### src/fisp_pkg.sv
package fisp_pkg;

	// ----------------------------------------------------------------
	// Register offsets (byte addresses)
	// ----------------------------------------------------------------
	localparam int ADDR_W = 8;
	localparam logic [7:0] OFS_CONTROL = 8'h00;
	localparam logic [7:0] OFS_ADDRESS = 8'h04;
	localparam logic [7:0] OFS_DATA = 8'h08;
	localparam logic [7:0] OFS_COMMAND = 8'h0C;
	localparam logic [7:0] OFS_TRIGGER = 8'h10;
	localparam logic [7:0] OFS_DATA_BASE = 8'h14;
	localparam logic [7:0] OFS_ACCESS_TIME = 8'h18;
	localparam logic [7:0] OFS_UNLOCK = 8'h1C;
	localparam logic [7:0] OFS_IRQ_STATUS = 8'h20;
	localparam logic [7:0] OFS_IRQ_CLEAR = 8'h24;
	localparam logic [7:0] OFS_IRQ_ENABLE = 8'h28;

	// ----------------------------------------------------------------
	// Field positions and codes
	// ----------------------------------------------------------------
	localparam int CTL_PROG_EN = 0;
	localparam int CTL_CFG_UEN = 4;
	localparam int CTL_LDR_UEN = 5;
	localparam int CTL_FAIL = 6;
	localparam int CMD_WR = 5;
	localparam int CMD_CE = 4;
	localparam int CMD_W = 6;
	localparam logic [3:0] OP_READ = 4'h0;
	localparam logic [3:0] OP_PROGRAM = 4'h1;
	localparam logic [3:0] OP_ERASE = 4'h2;
	localparam int TRG_GO = 0;
	localparam int FAT_PS = 0;
	localparam int FAT_SW_LSB = 1;
	localparam int FAT_SW_W = 3;
	localparam logic [2:0] SW_RESERVED = 3'h7;
	localparam int IRQ_DONE = 0;
	localparam int IRQ_FAIL = 1;
	localparam int IRQ_W = 2;
	localparam int REGION_CFG = 21;
	localparam int REGION_LDR = 20;
	localparam int WORD_LSB = 2;

	// ----------------------------------------------------------------
	// Reset values and keys
	// ----------------------------------------------------------------
	localparam logic [31:0] RST_ZERO = 32'h0000_0000;
	localparam logic [31:0] DATA_BASE_FIXED = 32'h0001_F000;
	localparam logic [7:0] UNLOCK_KEY0 = 8'h59;
	localparam logic [7:0] UNLOCK_KEY1 = 8'h16;
	localparam logic [7:0] UNLOCK_KEY2 = 8'h88;

	typedef enum logic [0:0] {
		FISP_IDLE = 1'b0,
		FISP_BUSY = 1'b1
	} fisp_state_e;

	typedef enum logic [1:0] {
		FISP_KEY_WAIT0 = 2'b00,
		FISP_KEY_WAIT1 = 2'b01,
		FISP_KEY_WAIT2 = 2'b10,
		FISP_KEY_OPEN = 2'b11
	} fisp_key_e;

endpackage

### src/fisp_sequencer.sv
// Chosen here: strobed register access.
`timescale 1ns/1ps
// Behaviour
// - Only whole 32-bit word programming exists
// - Read result lands in data register
// - Command: write flag, chip enable, opcode
// - Writing trigger bit 0 starts operation
// - Trigger reads one until hardware finishes
// - Small parts read fixed data base
// - Largest part loads base from config word
// - Three-bit sense window select, 111 reserved
// - Sense window and power save write-protected
// - Timing bit 0 switches power saving
// - Processor stalls while operation runs
module fisp_sequencer #(
	parameter int APP_BYTES = 131072,
	parameter int LDR_BYTES = 4096,
	parameter int CFG_BYTES = 8
) (
	input wire logic core_clk,
	input wire logic arst_n,
	input wire logic [fisp_pkg::ADDR_W-1:0] reg_addr,
	input wire logic [31:0] reg_wdata,
	input wire logic reg_wr,
	input wire logic reg_rd,
	output logic [31:0] reg_rdata,
	input wire logic large_part,
	input wire logic [31:0] second_config_word,
	input wire logic running_from_loader,
	output logic flash_req,
	output logic flash_write,
	output logic [3:0] flash_opcode,
	output logic flash_chip_enable,
	output logic [31:0] flash_addr,
	output logic [31:0] flash_wdata,
	input wire logic flash_ack,
	input wire logic [31:0] flash_rdata,
	output logic cpu_stall,
	output logic [2:0] sense_window_select,
	output logic power_save_enable,
	output logic irq
);
	import fisp_pkg::*;

	typedef struct packed {
		fisp_state_e state;
		logic go_bit;
		logic [31:0] operation_address;
		logic [31:0] operation_data_word;
		logic [CMD_W-1:0] operation_command;
		logic programming_enable;
		logic config_update_enable;
		logic loader_update_enable;
		logic operation_fail_flag;
		logic [31:0] data_region_base;
		logic base_loaded;
		logic [2:0] sense_window;
		logic power_save;
		logic [IRQ_W-1:0] irq_status;
		logic [IRQ_W-1:0] irq_enable;
		logic [31:0] rdata;
	} fisp_seq_s;

	fisp_seq_s st_q;
	fisp_seq_s st_d;

	logic unlocked;
	logic wr_ctl;
	logic wr_adr;
	logic wr_dat;
	logic wr_cmd;
	logic wr_trg;
	logic wr_fat;
	logic wr_unl;
	logic wr_iclr;
	logic wr_ien;
	logic start_req;
	logic is_write;
	logic is_cfg;
	logic is_ldr;
	logic op_known;
	logic in_range;
	logic refuse;
	logic finish;
	logic [IRQ_W-1:0] irq_set;
	logic [31:0] rd_mux;

	// ----------------------------------------------------------------
	// Protection unlock
	// ----------------------------------------------------------------
	fisp_unlock u_unlock (
		.core_clk(core_clk),
		.arst_n(arst_n),
		.key_wr(wr_unl),
		.key_data(reg_wdata[7:0]),
		.unlocked(unlocked)
	);

	// ----------------------------------------------------------------
	// Write decode
	// ----------------------------------------------------------------
	assign wr_ctl = reg_wr && (reg_addr == OFS_CONTROL);
	assign wr_adr = reg_wr && (reg_addr == OFS_ADDRESS);
	assign wr_dat = reg_wr && (reg_addr == OFS_DATA);
	assign wr_cmd = reg_wr && (reg_addr == OFS_COMMAND);
	assign wr_trg = reg_wr && (reg_addr == OFS_TRIGGER);
	assign wr_fat = reg_wr && (reg_addr == OFS_ACCESS_TIME);
	assign wr_unl = reg_wr && (reg_addr == OFS_UNLOCK);
	assign wr_iclr = reg_wr && (reg_addr == OFS_IRQ_CLEAR);
	assign wr_ien = reg_wr && (reg_addr == OFS_IRQ_ENABLE);

	// ----------------------------------------------------------------
	// Legality checks on the captured command and address
	// ----------------------------------------------------------------
	assign start_req = wr_trg && reg_wdata[TRG_GO]
		&& (st_q.state == FISP_IDLE);
	assign is_write = st_q.operation_command[CMD_WR];
	assign is_cfg = st_q.operation_address[REGION_CFG];
	assign is_ldr = !is_cfg && st_q.operation_address[REGION_LDR];

	// Only word read, word program and page erase exist
	always_comb begin
		case (st_q.operation_command)
			{1'b0, 1'b0, OP_READ}: op_known = 1'b1;
			{1'b1, 1'b0, OP_PROGRAM}: op_known = 1'b1;
			{1'b1, 1'b0, OP_ERASE}: op_known = 1'b1;
			default: op_known = 1'b0;
		endcase
	end

	// Offset within region, word lanes included in the compare
	always_comb begin
		if (is_cfg) begin
			in_range = st_q.operation_address[REGION_LDR-1:0]
				< 20'(CFG_BYTES);
		end else if (is_ldr) begin
			in_range = st_q.operation_address[REGION_LDR-1:0]
				< 20'(LDR_BYTES);
		end else begin
			in_range = st_q.operation_address[REGION_LDR-1:0]
				< 20'(APP_BYTES);
		end
	end

	// Refusal covers self-writes, locked config and bad targets
	assign refuse = !st_q.programming_enable
		|| !op_known
		|| !in_range
		|| (|st_q.operation_address[31:REGION_CFG+1])
		|| (is_write && !is_cfg && !is_ldr
			&& !running_from_loader)
		|| (is_write && is_ldr && running_from_loader)
		|| (is_write && is_ldr && !st_q.loader_update_enable)
		|| (is_write && is_cfg
			&& !st_q.config_update_enable);

	assign finish = (st_q.state == FISP_BUSY) && flash_ack;
	assign irq_set[IRQ_DONE] = finish;
	assign irq_set[IRQ_FAIL] = start_req && refuse;

	// ----------------------------------------------------------------
	// Next state
	// ----------------------------------------------------------------
	always_comb begin
		st_d = st_q;
		st_d.rdata = RST_ZERO;

		// Data base captured once after reset release, never written
		if (!st_q.base_loaded) begin
			st_d.base_loaded = 1'b1;
			st_d.data_region_base = large_part ?
				second_config_word : DATA_BASE_FIXED;
		end

		// Operands frozen while an operation runs
		if (st_q.state == FISP_IDLE) begin
			if (wr_adr) begin
				st_d.operation_address = reg_wdata;
			end
			if (wr_dat) begin
				st_d.operation_data_word = reg_wdata;
			end
			if (wr_cmd) begin
				st_d.operation_command = reg_wdata[CMD_W-1:0];
			end
		end

		if (wr_ctl && unlocked) begin
			st_d.programming_enable = reg_wdata[CTL_PROG_EN];
			st_d.config_update_enable = reg_wdata[CTL_CFG_UEN];
			st_d.loader_update_enable = reg_wdata[CTL_LDR_UEN];
		end
		if (wr_ctl && unlocked && reg_wdata[CTL_FAIL]) begin
			st_d.operation_fail_flag = 1'b0;
		end

		if (wr_fat && unlocked) begin
			st_d.sense_window =
				reg_wdata[FAT_SW_LSB +: FAT_SW_W];
			st_d.power_save = reg_wdata[FAT_PS];
		end

		case (st_q.state)
			FISP_IDLE: begin
				if (start_req && refuse) begin
					st_d.operation_fail_flag = 1'b1;
				end else if (start_req) begin
					st_d.go_bit = 1'b1;
					st_d.state = FISP_BUSY;
				end
			end
			FISP_BUSY: begin
				if (flash_ack) begin
					st_d.go_bit = 1'b0;
					st_d.state = FISP_IDLE;
					if (!is_write) begin
						st_d.operation_data_word = flash_rdata;
					end
				end
			end
			default: begin
				st_d.state = FISP_IDLE;
				st_d.go_bit = 1'b0;
			end
		endcase

		// Set wins over a clear in the same cycle
		if (wr_iclr) begin
			st_d.irq_status = st_q.irq_status & ~reg_wdata[IRQ_W-1:0];
		end
		st_d.irq_status = st_d.irq_status | irq_set;
		if (wr_ien) begin
			st_d.irq_enable = reg_wdata[IRQ_W-1:0];
		end

		if (reg_rd) begin
			st_d.rdata = rd_mux;
		end
	end

	// ----------------------------------------------------------------
	// Read mux; reserved bits and unmapped offsets read zero
	// ----------------------------------------------------------------
	always_comb begin
		rd_mux = RST_ZERO;
		case (reg_addr)
			OFS_CONTROL: begin
				rd_mux[CTL_PROG_EN] = st_q.programming_enable;
				rd_mux[CTL_CFG_UEN] = st_q.config_update_enable;
				rd_mux[CTL_LDR_UEN] = st_q.loader_update_enable;
				rd_mux[CTL_FAIL] = st_q.operation_fail_flag;
			end
			OFS_ADDRESS: rd_mux = st_q.operation_address;
			OFS_DATA: rd_mux = st_q.operation_data_word;
			OFS_COMMAND: rd_mux[CMD_W-1:0] = st_q.operation_command;
			OFS_TRIGGER: rd_mux[TRG_GO] = st_q.go_bit;
			OFS_DATA_BASE: rd_mux = st_q.data_region_base;
			OFS_ACCESS_TIME: begin
				rd_mux[FAT_SW_LSB +: FAT_SW_W] = st_q.sense_window;
				rd_mux[FAT_PS] = st_q.power_save;
			end
			OFS_UNLOCK: rd_mux[0] = unlocked;
			OFS_IRQ_STATUS: rd_mux[IRQ_W-1:0] = st_q.irq_status;
			OFS_IRQ_ENABLE: rd_mux[IRQ_W-1:0] = st_q.irq_enable;
			default: rd_mux = RST_ZERO;
		endcase
	end

	always_ff @(posedge core_clk or negedge arst_n) begin
		if (!arst_n) begin
			st_q <= '{
				state: FISP_IDLE,
				go_bit: 1'b0,
				operation_address: RST_ZERO,
				operation_data_word: RST_ZERO,
				operation_command: '0,
				programming_enable: 1'b0,
				config_update_enable: 1'b0,
				loader_update_enable: 1'b0,
				operation_fail_flag: 1'b0,
				data_region_base: DATA_BASE_FIXED,
				base_loaded: 1'b0,
				sense_window: '0,
				power_save: 1'b0,
				irq_status: '0,
				irq_enable: '0,
				rdata: RST_ZERO
			};
		end else begin
			st_q <= st_d;
		end
	end

	// ----------------------------------------------------------------
	// Outputs
	// ----------------------------------------------------------------
	assign reg_rdata = st_q.rdata;
	assign flash_req = (st_q.state == FISP_BUSY);
	assign flash_write = st_q.operation_command[CMD_WR];
	assign flash_chip_enable = st_q.operation_command[CMD_CE];
	assign flash_opcode = st_q.operation_command[3:0];
	// Word addressing: lanes forced to zero toward the array
	assign flash_addr = {st_q.operation_address[31:WORD_LSB],
		{WORD_LSB{1'b0}}};
	assign flash_wdata = st_q.operation_data_word;
	// Stall also defers interrupt service; peripherals keep running
	assign cpu_stall = st_q.go_bit;
	assign sense_window_select = st_q.sense_window;
	// Clock-rate limit is software's duty; hardware takes the bit as is
	assign power_save_enable = st_q.power_save;
	assign irq = |(st_q.irq_status & st_q.irq_enable);

	// ----------------------------------------------------------------
	// Checks
	// ----------------------------------------------------------------
	AST_READ_LANDS: assert property (
		@(posedge core_clk) disable iff (!arst_n) finish && !flash_write
		|=> st_q.operation_data_word == $past(flash_rdata))
		else $error("read word not stored in data register");

	AST_GO_HIGH_BUSY: assert property (
		@(posedge core_clk) disable iff (!arst_n)
		start_req && !refuse |=> st_q.go_bit && flash_req)
		else $error("trigger not raised on legal start");

	AST_GO_CLEARS: assert property (
		@(posedge core_clk) disable iff (!arst_n)
		finish |=> !st_q.go_bit && !cpu_stall)
		else $error("trigger not cleared on finish");

	AST_REFUSE: assert property (
		@(posedge core_clk) disable iff (!arst_n)
		start_req && refuse |=> st_q.operation_fail_flag
			&& !st_q.go_bit && st_q.irq_status[IRQ_FAIL])
		else $error("refused start not flagged");

	AST_FAIL_STICKY: assert property (
		@(posedge core_clk) disable iff (!arst_n)
		st_q.operation_fail_flag && !(wr_ctl && unlocked
			&& reg_wdata[CTL_FAIL]) |=> st_q.operation_fail_flag)
		else $error("fail flag dropped without clear");

	AST_PROTECT: assert property (
		@(posedge core_clk) disable iff (!arst_n) wr_fat && !unlocked
		|=> $stable(st_q.sense_window) && $stable(st_q.power_save))
		else $error("protected timing bits written while locked");

	AST_PS_FOLLOWS: assert property (
		@(posedge core_clk) disable iff (!arst_n)
		wr_fat && unlocked |=> power_save_enable
			== $past(reg_wdata[FAT_PS]))
		else $error("power save not updated");

	AST_BUSY_FREEZE: assert property (
		@(posedge core_clk) disable iff (!arst_n)
		flash_req && !flash_ack |=> $stable(flash_addr)
			&& $stable(flash_opcode))
		else $error("operands changed during operation");

	AST_STALL: assert property (
		@(posedge core_clk) disable iff (!arst_n) cpu_stall == flash_req)
		else $error("stall does not match busy");

	AST_BASE_RO: assert property (
		@(posedge core_clk) disable iff (!arst_n)
		st_q.base_loaded |=> $stable(st_q.data_region_base))
		else $error("data base changed after load");

	AST_BASE_SMALL: assert property (
		@(posedge core_clk) disable iff (!arst_n)
		st_q.base_loaded && !$past(large_part) && $past(!st_q.base_loaded)
			|-> st_q.data_region_base == DATA_BASE_FIXED)
		else $error("small part base not fixed value");

	AST_WORD_ADDR: assert property (
		@(posedge core_clk) disable iff (!arst_n)
		flash_addr[WORD_LSB-1:0] == '0)
		else $error("flash address not word aligned");

	AST_RD_ONE_CYCLE: assert property (
		@(posedge core_clk) disable iff (!arst_n)
		!reg_rd |=> reg_rdata == RST_ZERO)
		else $error("read data outside answer cycle");

	AST_NO_PE_NO_GO: assert property (
		@(posedge core_clk) disable iff (!arst_n)
		start_req && !st_q.programming_enable |=> !st_q.go_bit)
		else $error("started without programming enable");

endmodule

### src/fisp_unlock.sv
`timescale 1ns/1ps
module fisp_unlock (
	input wire logic core_clk,
	input wire logic arst_n,
	input wire logic key_wr,
	input wire logic [7:0] key_data,
	output logic unlocked
);
	import fisp_pkg::*;

	typedef struct packed {
		fisp_key_e key;
	} fisp_unlock_s;

	fisp_unlock_s st_q;
	fisp_unlock_s st_d;

	// ----------------------------------------------------------------
	// Key sequence; any wrong byte starts over and relocks
	// ----------------------------------------------------------------
	always_comb begin
		st_d = st_q;
		if (key_wr) begin
			case (st_q.key)
				FISP_KEY_WAIT0: st_d.key = (key_data == UNLOCK_KEY0) ?
					FISP_KEY_WAIT1 : FISP_KEY_WAIT0;
				FISP_KEY_WAIT1: st_d.key = (key_data == UNLOCK_KEY1) ?
					FISP_KEY_WAIT2 : FISP_KEY_WAIT0;
				FISP_KEY_WAIT2: st_d.key = (key_data == UNLOCK_KEY2) ?
					FISP_KEY_OPEN : FISP_KEY_WAIT0;
				default: st_d.key = (key_data == UNLOCK_KEY0) ?
					FISP_KEY_WAIT1 : FISP_KEY_WAIT0;
			endcase
		end
	end

	always_ff @(posedge core_clk or negedge arst_n) begin
		if (!arst_n) begin
			st_q <= '{key: FISP_KEY_WAIT0};
		end else begin
			st_q <= st_d;
		end
	end

	assign unlocked = (st_q.key == FISP_KEY_OPEN);

endmodule
### config.mk
export PLATFORM = sky130hd
export DESIGN_NAME = fisp_sequencer
export DESIGN_NICKNAME = d
export VERILOG_FILES = /design/src/fisp_pkg.sv /design/src/fisp_sequencer.sv /design/src/fisp_unlock.sv
export SDC_FILE = /design/constraint.sdc
export NUM_CORES = 1
export LEC_CHECK = 0
export BUFFER_PORTS_ARGS = -buffer_cell sky130_fd_sc_hd__buf_2
export CORE_MARGIN = 2
export CORE_UTILIZATION = 49
export CTS_BUF_LIST = sky130_fd_sc_hd__clkbuf_4 sky130_fd_sc_hd__clkbuf_8
export CTS_CLUSTER_SIZE = 14
export DETAILED_ROUTE_END_ITERATION = 8
export PLACE_DENSITY_LB_ADDON = 0.3
export SLEW_MARGIN = 30
export SYNTH_ARGS = -nofsm -noshare
export SYNTH_HDL_FRONTEND = slang
export SYNTH_SLANG_ARGS = --single-unit
export TNS_END_PERCENT = 100
### constraint.sdc
create_clock -name core_clk -period 1.8 [get_ports core_clk]
set_clock_uncertainty 0.2 [all_clocks]
set_input_delay 0.27 -clock core_clk [delete_from_list [all_inputs] [get_ports core_clk]]
set_output_delay 0.27 -clock core_clk [all_outputs]
set_load 0.02 [all_outputs]
======== Yosys cells after proc, flatten, opt, wreduce, memory -nomap -nowiden ========
Cells that the tools add are included.
operators by class
  equality and inequality tests ........... 21
  order comparisons ....................... 3
  bitwise logic cells ..................... 5
  mux-type cells .......................... 29
  reduce and logical (&&, ||, !) cells .... 48
operators by type and width
  kind                  count
  $mux 32               6
  $pmux 25 s3           1
  $eq 8x5->1 const B    5
  $mux 38               1
  $logic_and 1x1->1     25
  $eq 8x6->1 const B    3
  $lt 20x13->1 const B  1
  $lt 20x18->1 const B  1
  $lt 20x4->1 const B   1
  $pmux 2 s5            2
  $eq 8x4->1 const B    2
  $eq 6x6->1 const B    2
  $mux 2                6
  $pmux 1 s10           1
  $reduce_or 10->1      1
  $eq 8x3->1 const B    1
  $eq 8x7->1 const B    1
  $eq 8x8->1 const B    1
  $logic_not 1->1       8
  $logic_not 8->1       1
  $pmux 2 s2            2
  $logic_or 1x1->1      7
  $mux 1                7
  $pmux 1 s7            1
  other kinds (14)      19
storage, ports and cells
  input bits .............................. 111
  output and inout bits ................... 109
  register bits after elaboration ......... 151
  word-level logic and storage cells ...... 123

======== Depth between registers and ports, before layout ========
Gate-level depths: netlist (run 1).
  word-level depth ........................ 14
  depth in mapped cells ................... 6
  mapped depth without buffers ............ 6

======== By module ========
From an unflattened synthesis (run 1), not the netlist that was laid out.
unflattened totals
  cells, all modules ...................... 733
  area total of the unflattened synthesis .. 7,782.5 um^2
modules (own cells, without submodules)
  module          cells each  instances  area an instance (um^2)  sequential area each (um^2)
  fisp_sequencer  714         1          7,586.0                  3,734.8
  fisp_unlock     19          1          196.4                    50.0

======== Least setup slack after synthesis (run 1) ========
Ideal clock, no wire load.
  kind .................................... reg-to-reg
  start ................................... register st_q, in the netlist flash_addr[18]
  end ..................................... register st_q[73] in the netlist's numbering
  data required time ...................... 1.471 ns
  stages on the path, launching flop included .. 6
  period minus slack after synthesis ...... 1.845 ns
  path buffers ............................ 0
  setup time .............................. 0.129 ns
  setup slack ............................. -0.045 ns
  arrival time ............................ 1.516 ns
  cell sequence ........................... dfrtp_1 > or4b_1 > a2111oi_0 > and4b_1 > and2_1 > o21ai_0
RTL lines
  element                 line                   source
  start, declared         fisp_sequencer.sv:64   fisp_seq_s st_q;
  start signal, assigned  fisp_sequencer.sv:271  st_q <= '{
  start signal, assigned  fisp_sequencer.sv:290  st_q <= st_d;

==> results of run 1 <==
[placed cells by master (no fill, tap or decap), types with 7 or more instances in the layout]
cell	instances
nand3_1	7
buf_12	14
a21oi_1	46
a222oi_1	25
mux2i_1	34
nand2_1	74
mux2_2	50
dlygate4sd3_1	104
inv_1	9
o21ai_0	37
nor2_1	66
dfrtp_1	144
buf_4	65
clkbuf_8	20
buf_2	216
[per-layer routing]
metal	part of all wire	global-route usage	vias to the layer above
met5	0	0	-
met4	0.026	0.0978	0
met3	0.075	0.0623	59
met2	0.49	0.470	353
met1	0.41	0.364	3275
li1	-	-	3042
[worst reg2reg max path, delay by kind of cell, from the launching register on]
kind / cells / cell delay (ps)
compound gates: 2 / 250
flops: 1 / 390
simple gates: 3 / 990
[cell usage after synthesis, types with 3 or more instances]
master / number
nand4_1: 6
buf_4: 106
dfstp_2: 5
nand2b_1: 4
inv_1: 9
nor4_1: 6
a32oi_1: 3
nor2_1: 67
nor4b_1: 3
nor3b_1: 7
ha_1: 3
nand3_1: 7
o21ai_0: 40
nor2b_1: 3
mux2i_1: 36
a222oi_1: 25
clkbuf_1: 21
o22ai_1: 5
buf_6: 6
a21oi_1: 46
nand2_1: 75
dfrtp_1: 146
and2_1: 3
buf_2: 7
mux2_2: 50
[worst min path at each step]
| stage | cells after the start | end | slack [ps] |
|---|---|---|---|
| after floorplan | 0 | cpu_stall | -230 |
| after global routing | 4 | st_q[34] | 70 |
| final | 4 | st_q[34] | 70 |
| after detailed placement | 1 | st_q[50] | 50 |
| after global placement | 1 | flash_wdata[9] | 40 |
| after CTS | 4 | st_q[34] | 30 |
[registers in the layout, indices dropped and copies added (netlist names)]
name,cells
st_q,43
flash_wdata,32
power_save_enable,1
flash_addr,30
u_unlock.st_q,2
cpu_stall,1
flash_chip_enable,1
flash_write,1
sense_window_select,3
reg_rdata,32
flash_opcode,4
flash_req,1
[area by class of cell]
class                           instances  area (um^2)
Timing Repair Buffer                  404         2990
Inverter                                9         33.8
Fill cell                            1126         4790
Clock buffer                           22          290
Sequential cell                       151         3790
Multi-Input combinational cell        431         2980
Clock inverter                         10          119
Tap cell                              211          264
[power groups by stage]
stage | clock network, uW | registers [uW] | logic (uW)
5_1_grt | 2860 | 3790 | 1340
3_5_place_dp | 0 | 3820 | 1040
6_report | 2690 | 3760 | 1250
2_1_floorplan | 0 | 3770 | 678
3_3_place_gp | 0 | 3810 | 1030
4_1_cts | 2730 | 3750 | 1220
[metrics by stage]
step	setup TNS, ps	power (uW)	std cells	instance area [um^2]	setup WS (ps)
detailed placement	-17260	4860	1095	8820	-270
global placement	-15740	4840	1095	8820	-285
global route	-6390	7990	1238	10500	-226
CTS	-557	7700	1231	10300	-150
floorplan	-80.1	4440	732	7700	-40.6
finish	-2030	7700	1238	10500	-145
[kinds of logic after synthesis]
| logic type | after synthesis | synth area share |
|---|---|---|
| DFF | 151 | 0.493 |
| and+or+nand+nor | 207 | 0.135 |
| AOI/OAI and AO/OA | 130 | 0.108 |
| adders and majority gates | 3 | 0.00489 |
| other | 2 | 0.000978 |
| buffers and inverters | 150 | 0.132 |
| muxes | 88 | 0.126 |
[timing repair]
item	CTS	global route
pin swaps	3	29
endpoints found under the setup margin	12	78
resized for setup	8	13
hold buffers	104	0
hold endpoints to repair	265	0
buffers inserted	0	3
gates cloned	0	4
==> reports/metrics.yaml, run 1 <==
ios: 220
drt_pass1_iterations: 9
reg2reg_depth: 5
p_seq_frac: 0.489
cts.sinks: 151
dieArea_mm2: 0.0167
regToRegStartpoint: "flash_addr[17]"
core_mm2: 0.0153
cp-end-kind: "register"
cap_violations: 0
htreeDepth: 4
critical_path.top_delay_family: "simple AND/OR/NAND/NOR gates"
pwr-share-comb: 0.162
reg2reg_slack_ps: -150
async_reset_ff_frac: 1.00
r2r_end: "st_q[35]"
cp-endpoint: "st_q[35]"
grt_pass1_vias: 6574
cts_tree: "done"
viasPerCell: 5.44
gp_congestion: 0.951
holdWs_ps: 73.4
diodes: 0
power_frac_clock: 0.349
ir_drop_mv: 0.540
die_w_um: 129
drive_above_1_share: 0.408
cp_slowest_cell: "or4b_4"
finalHoldViolCount: 0
cp_cell_sequence: "or4b_4, a2111oi_4, and4b_1, and2_4, o21ai_1"
hp-class: "in2reg"
cp.depth: 5
final_nets: 1128
clockBufferDepth: 2
cp_num_buf_inv: 0
crit_type: "reg2reg"
synth-edff-count: 0
antenna_found_initial: 0
fp-row-count: 45
ys_top_cells_by_area: "dfrtp_1, buf_4, mux2_2"
grt_pass1_wl_um: 35500
p_per_area_mw_per_mm2: 736
p_int_uw: 5560
port_buffers: 217
synth_cell_types: 58
p_leak_uw: 0.00538
routed_wl_um: 24000
fin_ws_ps: -145
p_switching_uw: 2140
final_core_util: 0.686
crit_fanout: 2
synth_cells: 731
grt_remaining_overflow: 0
netlist.area_leader.share: 0.476
tritoncts.num_buffers: 17
wl_per_cell_um: 19.4
drtIter0Drc: 661
slowest_delay_ps: 560
synth_warnings: 0
vias: 6729
areaGrowthSynthToFinish_pct: 36.3
ys_ff_latch: 151
required_ps: 1950
drc: 0
status: "complete, but fails checks"
initial_core_util: 0.503
violations: "setup timing"
finalCritPeriodShare: 1.08
path_clk_slew_ps: 80
finalMaxSlewViolations: 0
ys.flop_type: "dfrtp_1"
avgSynthCellArea_um2: 10.5
synth_area_leader_cell: "dfrtp_1"
clk_latency_ps: 460
fmax_mhz: 514
cp.arrival_ps: 2090
grt_setup_unrepaired: "true"
min_period_ps: 1950
hp-start: "reg_wdata[0]"
startpoint: "flash_addr[17]"
drtAntennaViolNets: 0
cp-start-kind: "register"
synth_area_mm2: 0.00768
fp.dieH_um: 129
dp_hpwl_um: 15500
grt_usage: 0.282
grt_max_degree: 65
setup_viol: 39
cts_root_buf: "clkbuf_8"
switching_share: 0.277
yosysSeqAreaShare: 0.493
Note: power is estimated with default switching activity, not from simulation.
==> run 2: changes to the inputs <==
--- a/config.mk
+++ b/config.mk
@@ -11,7 +11,7 @@
 export CTS_BUF_LIST = sky130_fd_sc_hd__clkbuf_4 sky130_fd_sc_hd__clkbuf_8
 export CTS_CLUSTER_SIZE = 14
 export DETAILED_ROUTE_END_ITERATION = 8
-export PLACE_DENSITY_LB_ADDON = 0.3
+export PLACE_DENSITY = 0.82
 export SLEW_MARGIN = 30
 export SYNTH_ARGS = -nofsm -noshare
 export SYNTH_HDL_FRONTEND = slang
==> reports/metrics.yaml, run 2 (synthesis results as in run 1) <==
grt_setup_unrepaired: "true"
cp.arrival_ps: 2100  # about the same
fmax_mhz: 509  # -0.98%
tritoncts.num_buffers: 17  # unchanged
port_buffers: 217  # unchanged
dpl.cell_count: 1087  # -0.73%
areaGrowthSynthToFinish_pct: 36.0
min_period_ps: 1960  # +19.3 ps
hp-start: "reg_wdata[1]"
fin_ws_ps: -164  # -19.3 ps
path_clk_slew_ps: 80  # about the same
dieArea_mm2: 0.0167  # unchanged
fillCellCount: 1109  # -1.5%
startpoint: "flash_addr[18]"
ios: 220  # unchanged
clockBufferDepth: 2  # unchanged
drt_pass1_iterations: 8  # -1
final_nets: 1114  # -1.2%
drive_above_1_share: 0.410  # +0.00169
setup_viol: 52  # +33%
p_leak_uw: 0.00535  # -0.50%
wl_per_cell_um: 20.6  # +6.5%
crit_fanout: 2  # unchanged
cts_tree: "done"
drtIter0Drc: 716  # +8.3%
reg2reg_depth: 5  # unchanged
viasPerCell: 5.54  # +1.9%
violations: "setup timing"
diodes: 0  # unchanged
fp-row-count: 45  # unchanged
cp_cell_sequence: "or4b_4, a2111oi_4, and4b_1, and2_4, o21ai_1"
finalCritPeriodShare: 1.09  # +0.0107
core_mm2: 0.0153  # unchanged
postPlaceCellArea_mm2: 0.00876  # -0.68%
gp_congestion: 0.939  # -1.3%
ir_drop_mv: 0.461  # -15%
cp_slowest_cell: "or4b_4"
drc: 0  # unchanged
r2r_end: "st_q[35]"
layout_commonest_cell: "buf_2"
vias: 6776  # +0.70%
drtAntennaViolNets: 0  # unchanged
finalMaxSlewViolations: 0  # unchanged
reg2reg_slack_ps: -160  # -20 ps
regMostFlops: "st_q"
p_per_area_mw_per_mm2: 759  # +3.2%
clk_latency_ps: 450  # about the same
finalHoldViolCount: 0  # unchanged
hold_path_depth: 3  # -1
htreeDepth: 4  # unchanged
fin_area_mm2: 0.0104  # -0.20%
initial_core_util: 0.503  # unchanged
status: "complete, but fails checks"
cap_violations: 0  # unchanged
grt_usage: 0.291  # +0.00961
largest_reg_flops: 43  # unchanged
cp-start-kind: "register"
required_ps: 1940  # about the same
holdWs_ps: 41.1  # -32.3 ps
routed_wl_um: 25200  # +5.3%
slowest_delay_ps: 570  # about the same
cts_root_buf: "clkbuf_8"
hp-class: "in2reg"
grt_pass1_vias: 6912  # +5.1%
grt_remaining_overflow: 0  # unchanged
grt_pass1_wl_um: 36900  # +3.7%
fp.dieH_um: 129  # unchanged
crit_type: "reg2reg"
regToRegStartpoint: "flash_addr[18]"
final_cell_mix: "buf_2, dfrtp_1, dlygate4sd3_1"
grt_max_degree: 50  # -23%
die_w_um: 129  # unchanged
cts.sinks: 151  # unchanged
dp_hpwl_um: 15700  # +1.3%
stdcell_count: 1224  # -1.1%
hold_end: "flash_wdata[1]"
cp-end-kind: "register"
antenna_found_initial: 0  # unchanged
## run 2: changes by cell type in the layout (fill, tap and decap cells not counted), moves of 2 or more
cell,previous run,this run
buf_4,65,55
dlygate4sd3_1,104,97
a21oi_1,46,42
a21oi_2,0,4
mux2i_1,34,31
mux2i_4,1,4
bufinv_16,2,4
clkbuf_8,20,18
nand2_2,2,0
## run 2: area by class of cell
type / count / area, um^2 / share of cell area
clock buffers: 20 / 263 / 0.0252
clock inverters: 12 / 175 / 0.0168
inverters: 9 / 33.8 / 0.00323
multi-input cells: 431 / 3030 / 0.290
flip-flops and latches: 151 / 3790 / 0.362
well taps: 211 / 264 / 0.0253
repair buffers: 390 / 2890 / 0.277
## run 2: report_power, final
part | internal (uW) | switching, uW
Clock | 1580 | 1320
Combinational | 590 | 670
Sequential | 3590 | 186
Total | 5760 | 2170
## run 2: stage by stage
stage	total power (uW)	utilization	setup TNS, ps	setup WS, ps
finish	7930	0.685	-3620	-164
global route	8220	0.685	-9150	-225
CTS	7880	0.668	-565	-166
detailed placement	4860	0.574	-17700	-244
global placement	4830	0.574	-15810	-220
floorplan	4440	-	-80.1	-40.6
## run 2: what timing repair did
item,4_1_cts,5_1_grt
gates cloned,0,6
hold buffers,97,0
setup buffers,0,2
resized for setup,5,24
endpoints found under the setup margin,4,75
pin swaps,1,22
endpoints found under the hold margin,251,0
## run 2: how the worst max path moves through the flow
stage | endpoint | slack, ps
after floorplan | st_q[73] | -40
after global placement | st_q[73] | -220
after detailed placement | sense_window_select[0] | -240
after CTS | st_q[73] | -170
after global routing | cpu_stall | -220
final | st_q[35] | -160
## run 2: metal layers
metal	track usage	vias to the layer above	wire, um
li1	-	3011	-
met1	0.375	3290	10200
met2	0.491	414	12500
met3	0.0557	61	1970
met4	0.109	0	601
met5	0	-	0
## run 2: worst max-delay path, delay by kind of cell (launching register included)
| kind | cells | cell delay, ps |
|---|---|---|
| AOI/OAI and AO/OA | 2 | 260 |
| and+or+nand+nor | 3 | 1010 |
| DFF | 1 | 390 |
==> run 3: changes to the inputs <==
--- a/config.mk
+++ b/config.mk
@@ -11,6 +11,7 @@
 export CTS_BUF_LIST = sky130_fd_sc_hd__clkbuf_4 sky130_fd_sc_hd__clkbuf_8
 export CTS_CLUSTER_SIZE = 14
 export DETAILED_ROUTE_END_ITERATION = 8
+export HOLD_SLACK_MARGIN = 0.06
 export PLACE_DENSITY = 0.82
 export SLEW_MARGIN = 30
 export SYNTH_ARGS = -nofsm -noshare
==> reports/metrics.yaml, run 3 (synthesis results as in run 1) <==
cp.arrival_ps: 2110  # about the same
drive_above_1_share: 0.403  # -0.00635
grt_usage: 0.299  # +0.00781
hp-class: "in2async"
p_per_area_mw_per_mm2: 755  # -0.49%
htreeDepth: 4  # unchanged
cp-start-kind: "register"
cp_cell_sequence: "or4b_4, a2111oi_4, and4b_1, and2_4, o21ai_1"
postPlaceCellArea_mm2: 0.00876  # unchanged
grt_setup_unrepaired: "true"
largest_reg_flops: 43  # unchanged
dieArea_mm2: 0.0167  # unchanged
fin_ws_ps: -172  # -7.23 ps
drt_pass1_iterations: 6  # -2
antenna_found_initial: 0  # unchanged
ir_drop_mv: 0.458  # -0.73%
areaGrowthSynthToFinish_pct: 37.2
drc: 0  # unchanged
finalHoldViolCount: 0  # unchanged
layout_commonest_cell: "buf_2"
viasPerCell: 5.58  # +0.76%
cp_slowest_cell: "or4b_4"
power_frac_clock: 0.365  # about the same
die_w_um: 129  # unchanged
crit_type: "reg2reg"
p_switching_uw: 2190  # +0.95%
initial_core_util: 0.503  # unchanged
cp-end-kind: "register"
regMostFlops: "st_q"
crit_fanout: 2  # unchanged
cap_violations: 0  # unchanged
gp_congestion: 0.939  # unchanged
violations: "setup timing"
port_buffers: 217  # unchanged
clockBufferDepth: 2  # unchanged
fp.dieH_um: 129  # unchanged
finalMaxSlewViolations: 0  # unchanged
diodes: 0  # unchanged
vias: 6889  # +1.7%
ios: 220  # unchanged
reg2reg_depth: 5  # unchanged
dp_hpwl_um: 15700  # unchanged
clk_latency_ps: 450  # about the same
grt_pass1_vias: 7038  # +1.8%
reg2reg_slack_ps: -170  # about the same
final_nets: 1125  # +0.99%
grt_pass1_wl_um: 37700  # +2.3%
cts.sinks: 151  # unchanged
cp_num_buf_inv: 0  # unchanged
min_period_ps: 1970  # +7.23 ps
regToRegStartpoint: "flash_addr[19]"
p_int_uw: 5770  # +0.19%
path_clk_slew_ps: 90  # about the same
routed_wl_um: 25700  # +1.9%
critical_path.top_delay_family: "simple AND/OR/NAND/NOR gates"
final_cell_mix: "buf_2, dfrtp_1, dlygate4sd3_1"
fillCellCount: 1099  # -0.90%
drtIter0Drc: 744  # +3.9%
tritoncts.num_buffers: 17  # unchanged
p_leak_uw: 0.00539  # +0.71%
grt_remaining_overflow: 0  # unchanged
pwr-share-comb: 0.161  # +0.002
setup_viol: 51  # -1.9%
core_mm2: 0.0153  # unchanged
fmax_mhz: 507  # -0.37%
r2r_end: "st_q[35]"
cts_root_buf: "clkbuf_8"
fin_area_mm2: 0.0105  # +0.89%
cts_tree: "done"
grt_max_degree: 50  # unchanged
status: "complete, but fails checks"
slowest_delay_ps: 550  # -20 ps
drtAntennaViolNets: 0  # unchanged
switching_share: 0.275  # +0.00152
p_seq_frac: 0.474  # -0.002
fp-row-count: 45  # unchanged
setup_tns_ps: -2850  # +766 ps
finalCritPeriodShare: 1.10  # +0.00402
wl_per_cell_um: 20.8  # +0.95%
required_ps: 1940  # about the same
==> run 3: per-layer routing <==
| metal | vias up | GRT usage | part of all wire |
|---|---|---|---|
| li1 | 3034 | - | - |
| met1 | 3338 | 0.377 | 0.39 |
| met2 | 440 | 0.509 | 0.50 |
| met3 | 77 | 0.0570 | 0.080 |
| met4 | 0 | 0.123 | 0.031 |
| met5 | - | 0 | 0 |
==> run 3: power by group through the flow <==
stage / combinational (uW) / sequential, uW / clock [uW]
floorplan: 678 / 3770 / 0
global placement: 1020 / 3810 / 0
detailed placement: 1040 / 3820 / 0
CTS: 1220 / 3760 / 2920
global route: 1370 / 3800 / 3070
finish: 1280 / 3780 / 2900
==> run 3: cell type report <==
| type | count | area, um^2 | area share |
|---|---|---|---|
| Multi-Input combinational cell | 431 | 3010 | 0.286 |
| Timing Repair Buffer | 401 | 3000 | 0.285 |
| Sequential cell | 151 | 3790 | 0.359 |
| Tap cell | 211 | 264 | 0.0251 |
| Clock buffer | 20 | 263 | 0.0249 |
| Clock inverter | 12 | 175 | 0.0166 |
| Inverter | 9 | 33.8 | 0.00321 |
==> run 3: repair_timing <==
action                     CTS  global route
setup endpoints to repair    4            75
buffers inserted             0             2
pin swaps                    1            22
hold buffers               108             0
hold endpoints to repair   262             0
gates resized for setup      5            22
gates cloned                 0             6
==> run 3: worst max path at each step <==
stage	start	endpoint	slack (ps)	cells after the start
after detailed placement	reg_addr[5]	sense_window_select[0]	-240	4
after global routing	flash_addr[19]	cpu_stall	-230	5
final	flash_addr[19]	st_q[35]	-170	5
after floorplan	flash_addr[18]	st_q[73]	-40	5
after CTS	flash_addr[19]	st_q[73]	-170	5
after global placement	flash_addr[19]	st_q[73]	-220	5
==> run 3: through the flow <==
stage	total power, uW	worst slack [ps]	hold WS [ps]	std cells	util
CTS	7900	-166	61.7	1227	0.676
floorplan	4440	-40.6	-226	732	-
finish	7960	-172	78.4	1235	0.691
global placement	4830	-220	-9.54	1087	0.574
detailed placement	4860	-244	-9.15	1087	0.574
global route	8240	-231	75.4	1235	0.691
==> run 3: worst register-to-register path, cell delays in order, from the launching register on <==
cell,delay [ps]
dfrtp_1,400
or4b_4,550
a2111oi_4,200
and4b_1,280
and2_4,160
o21ai_1,60
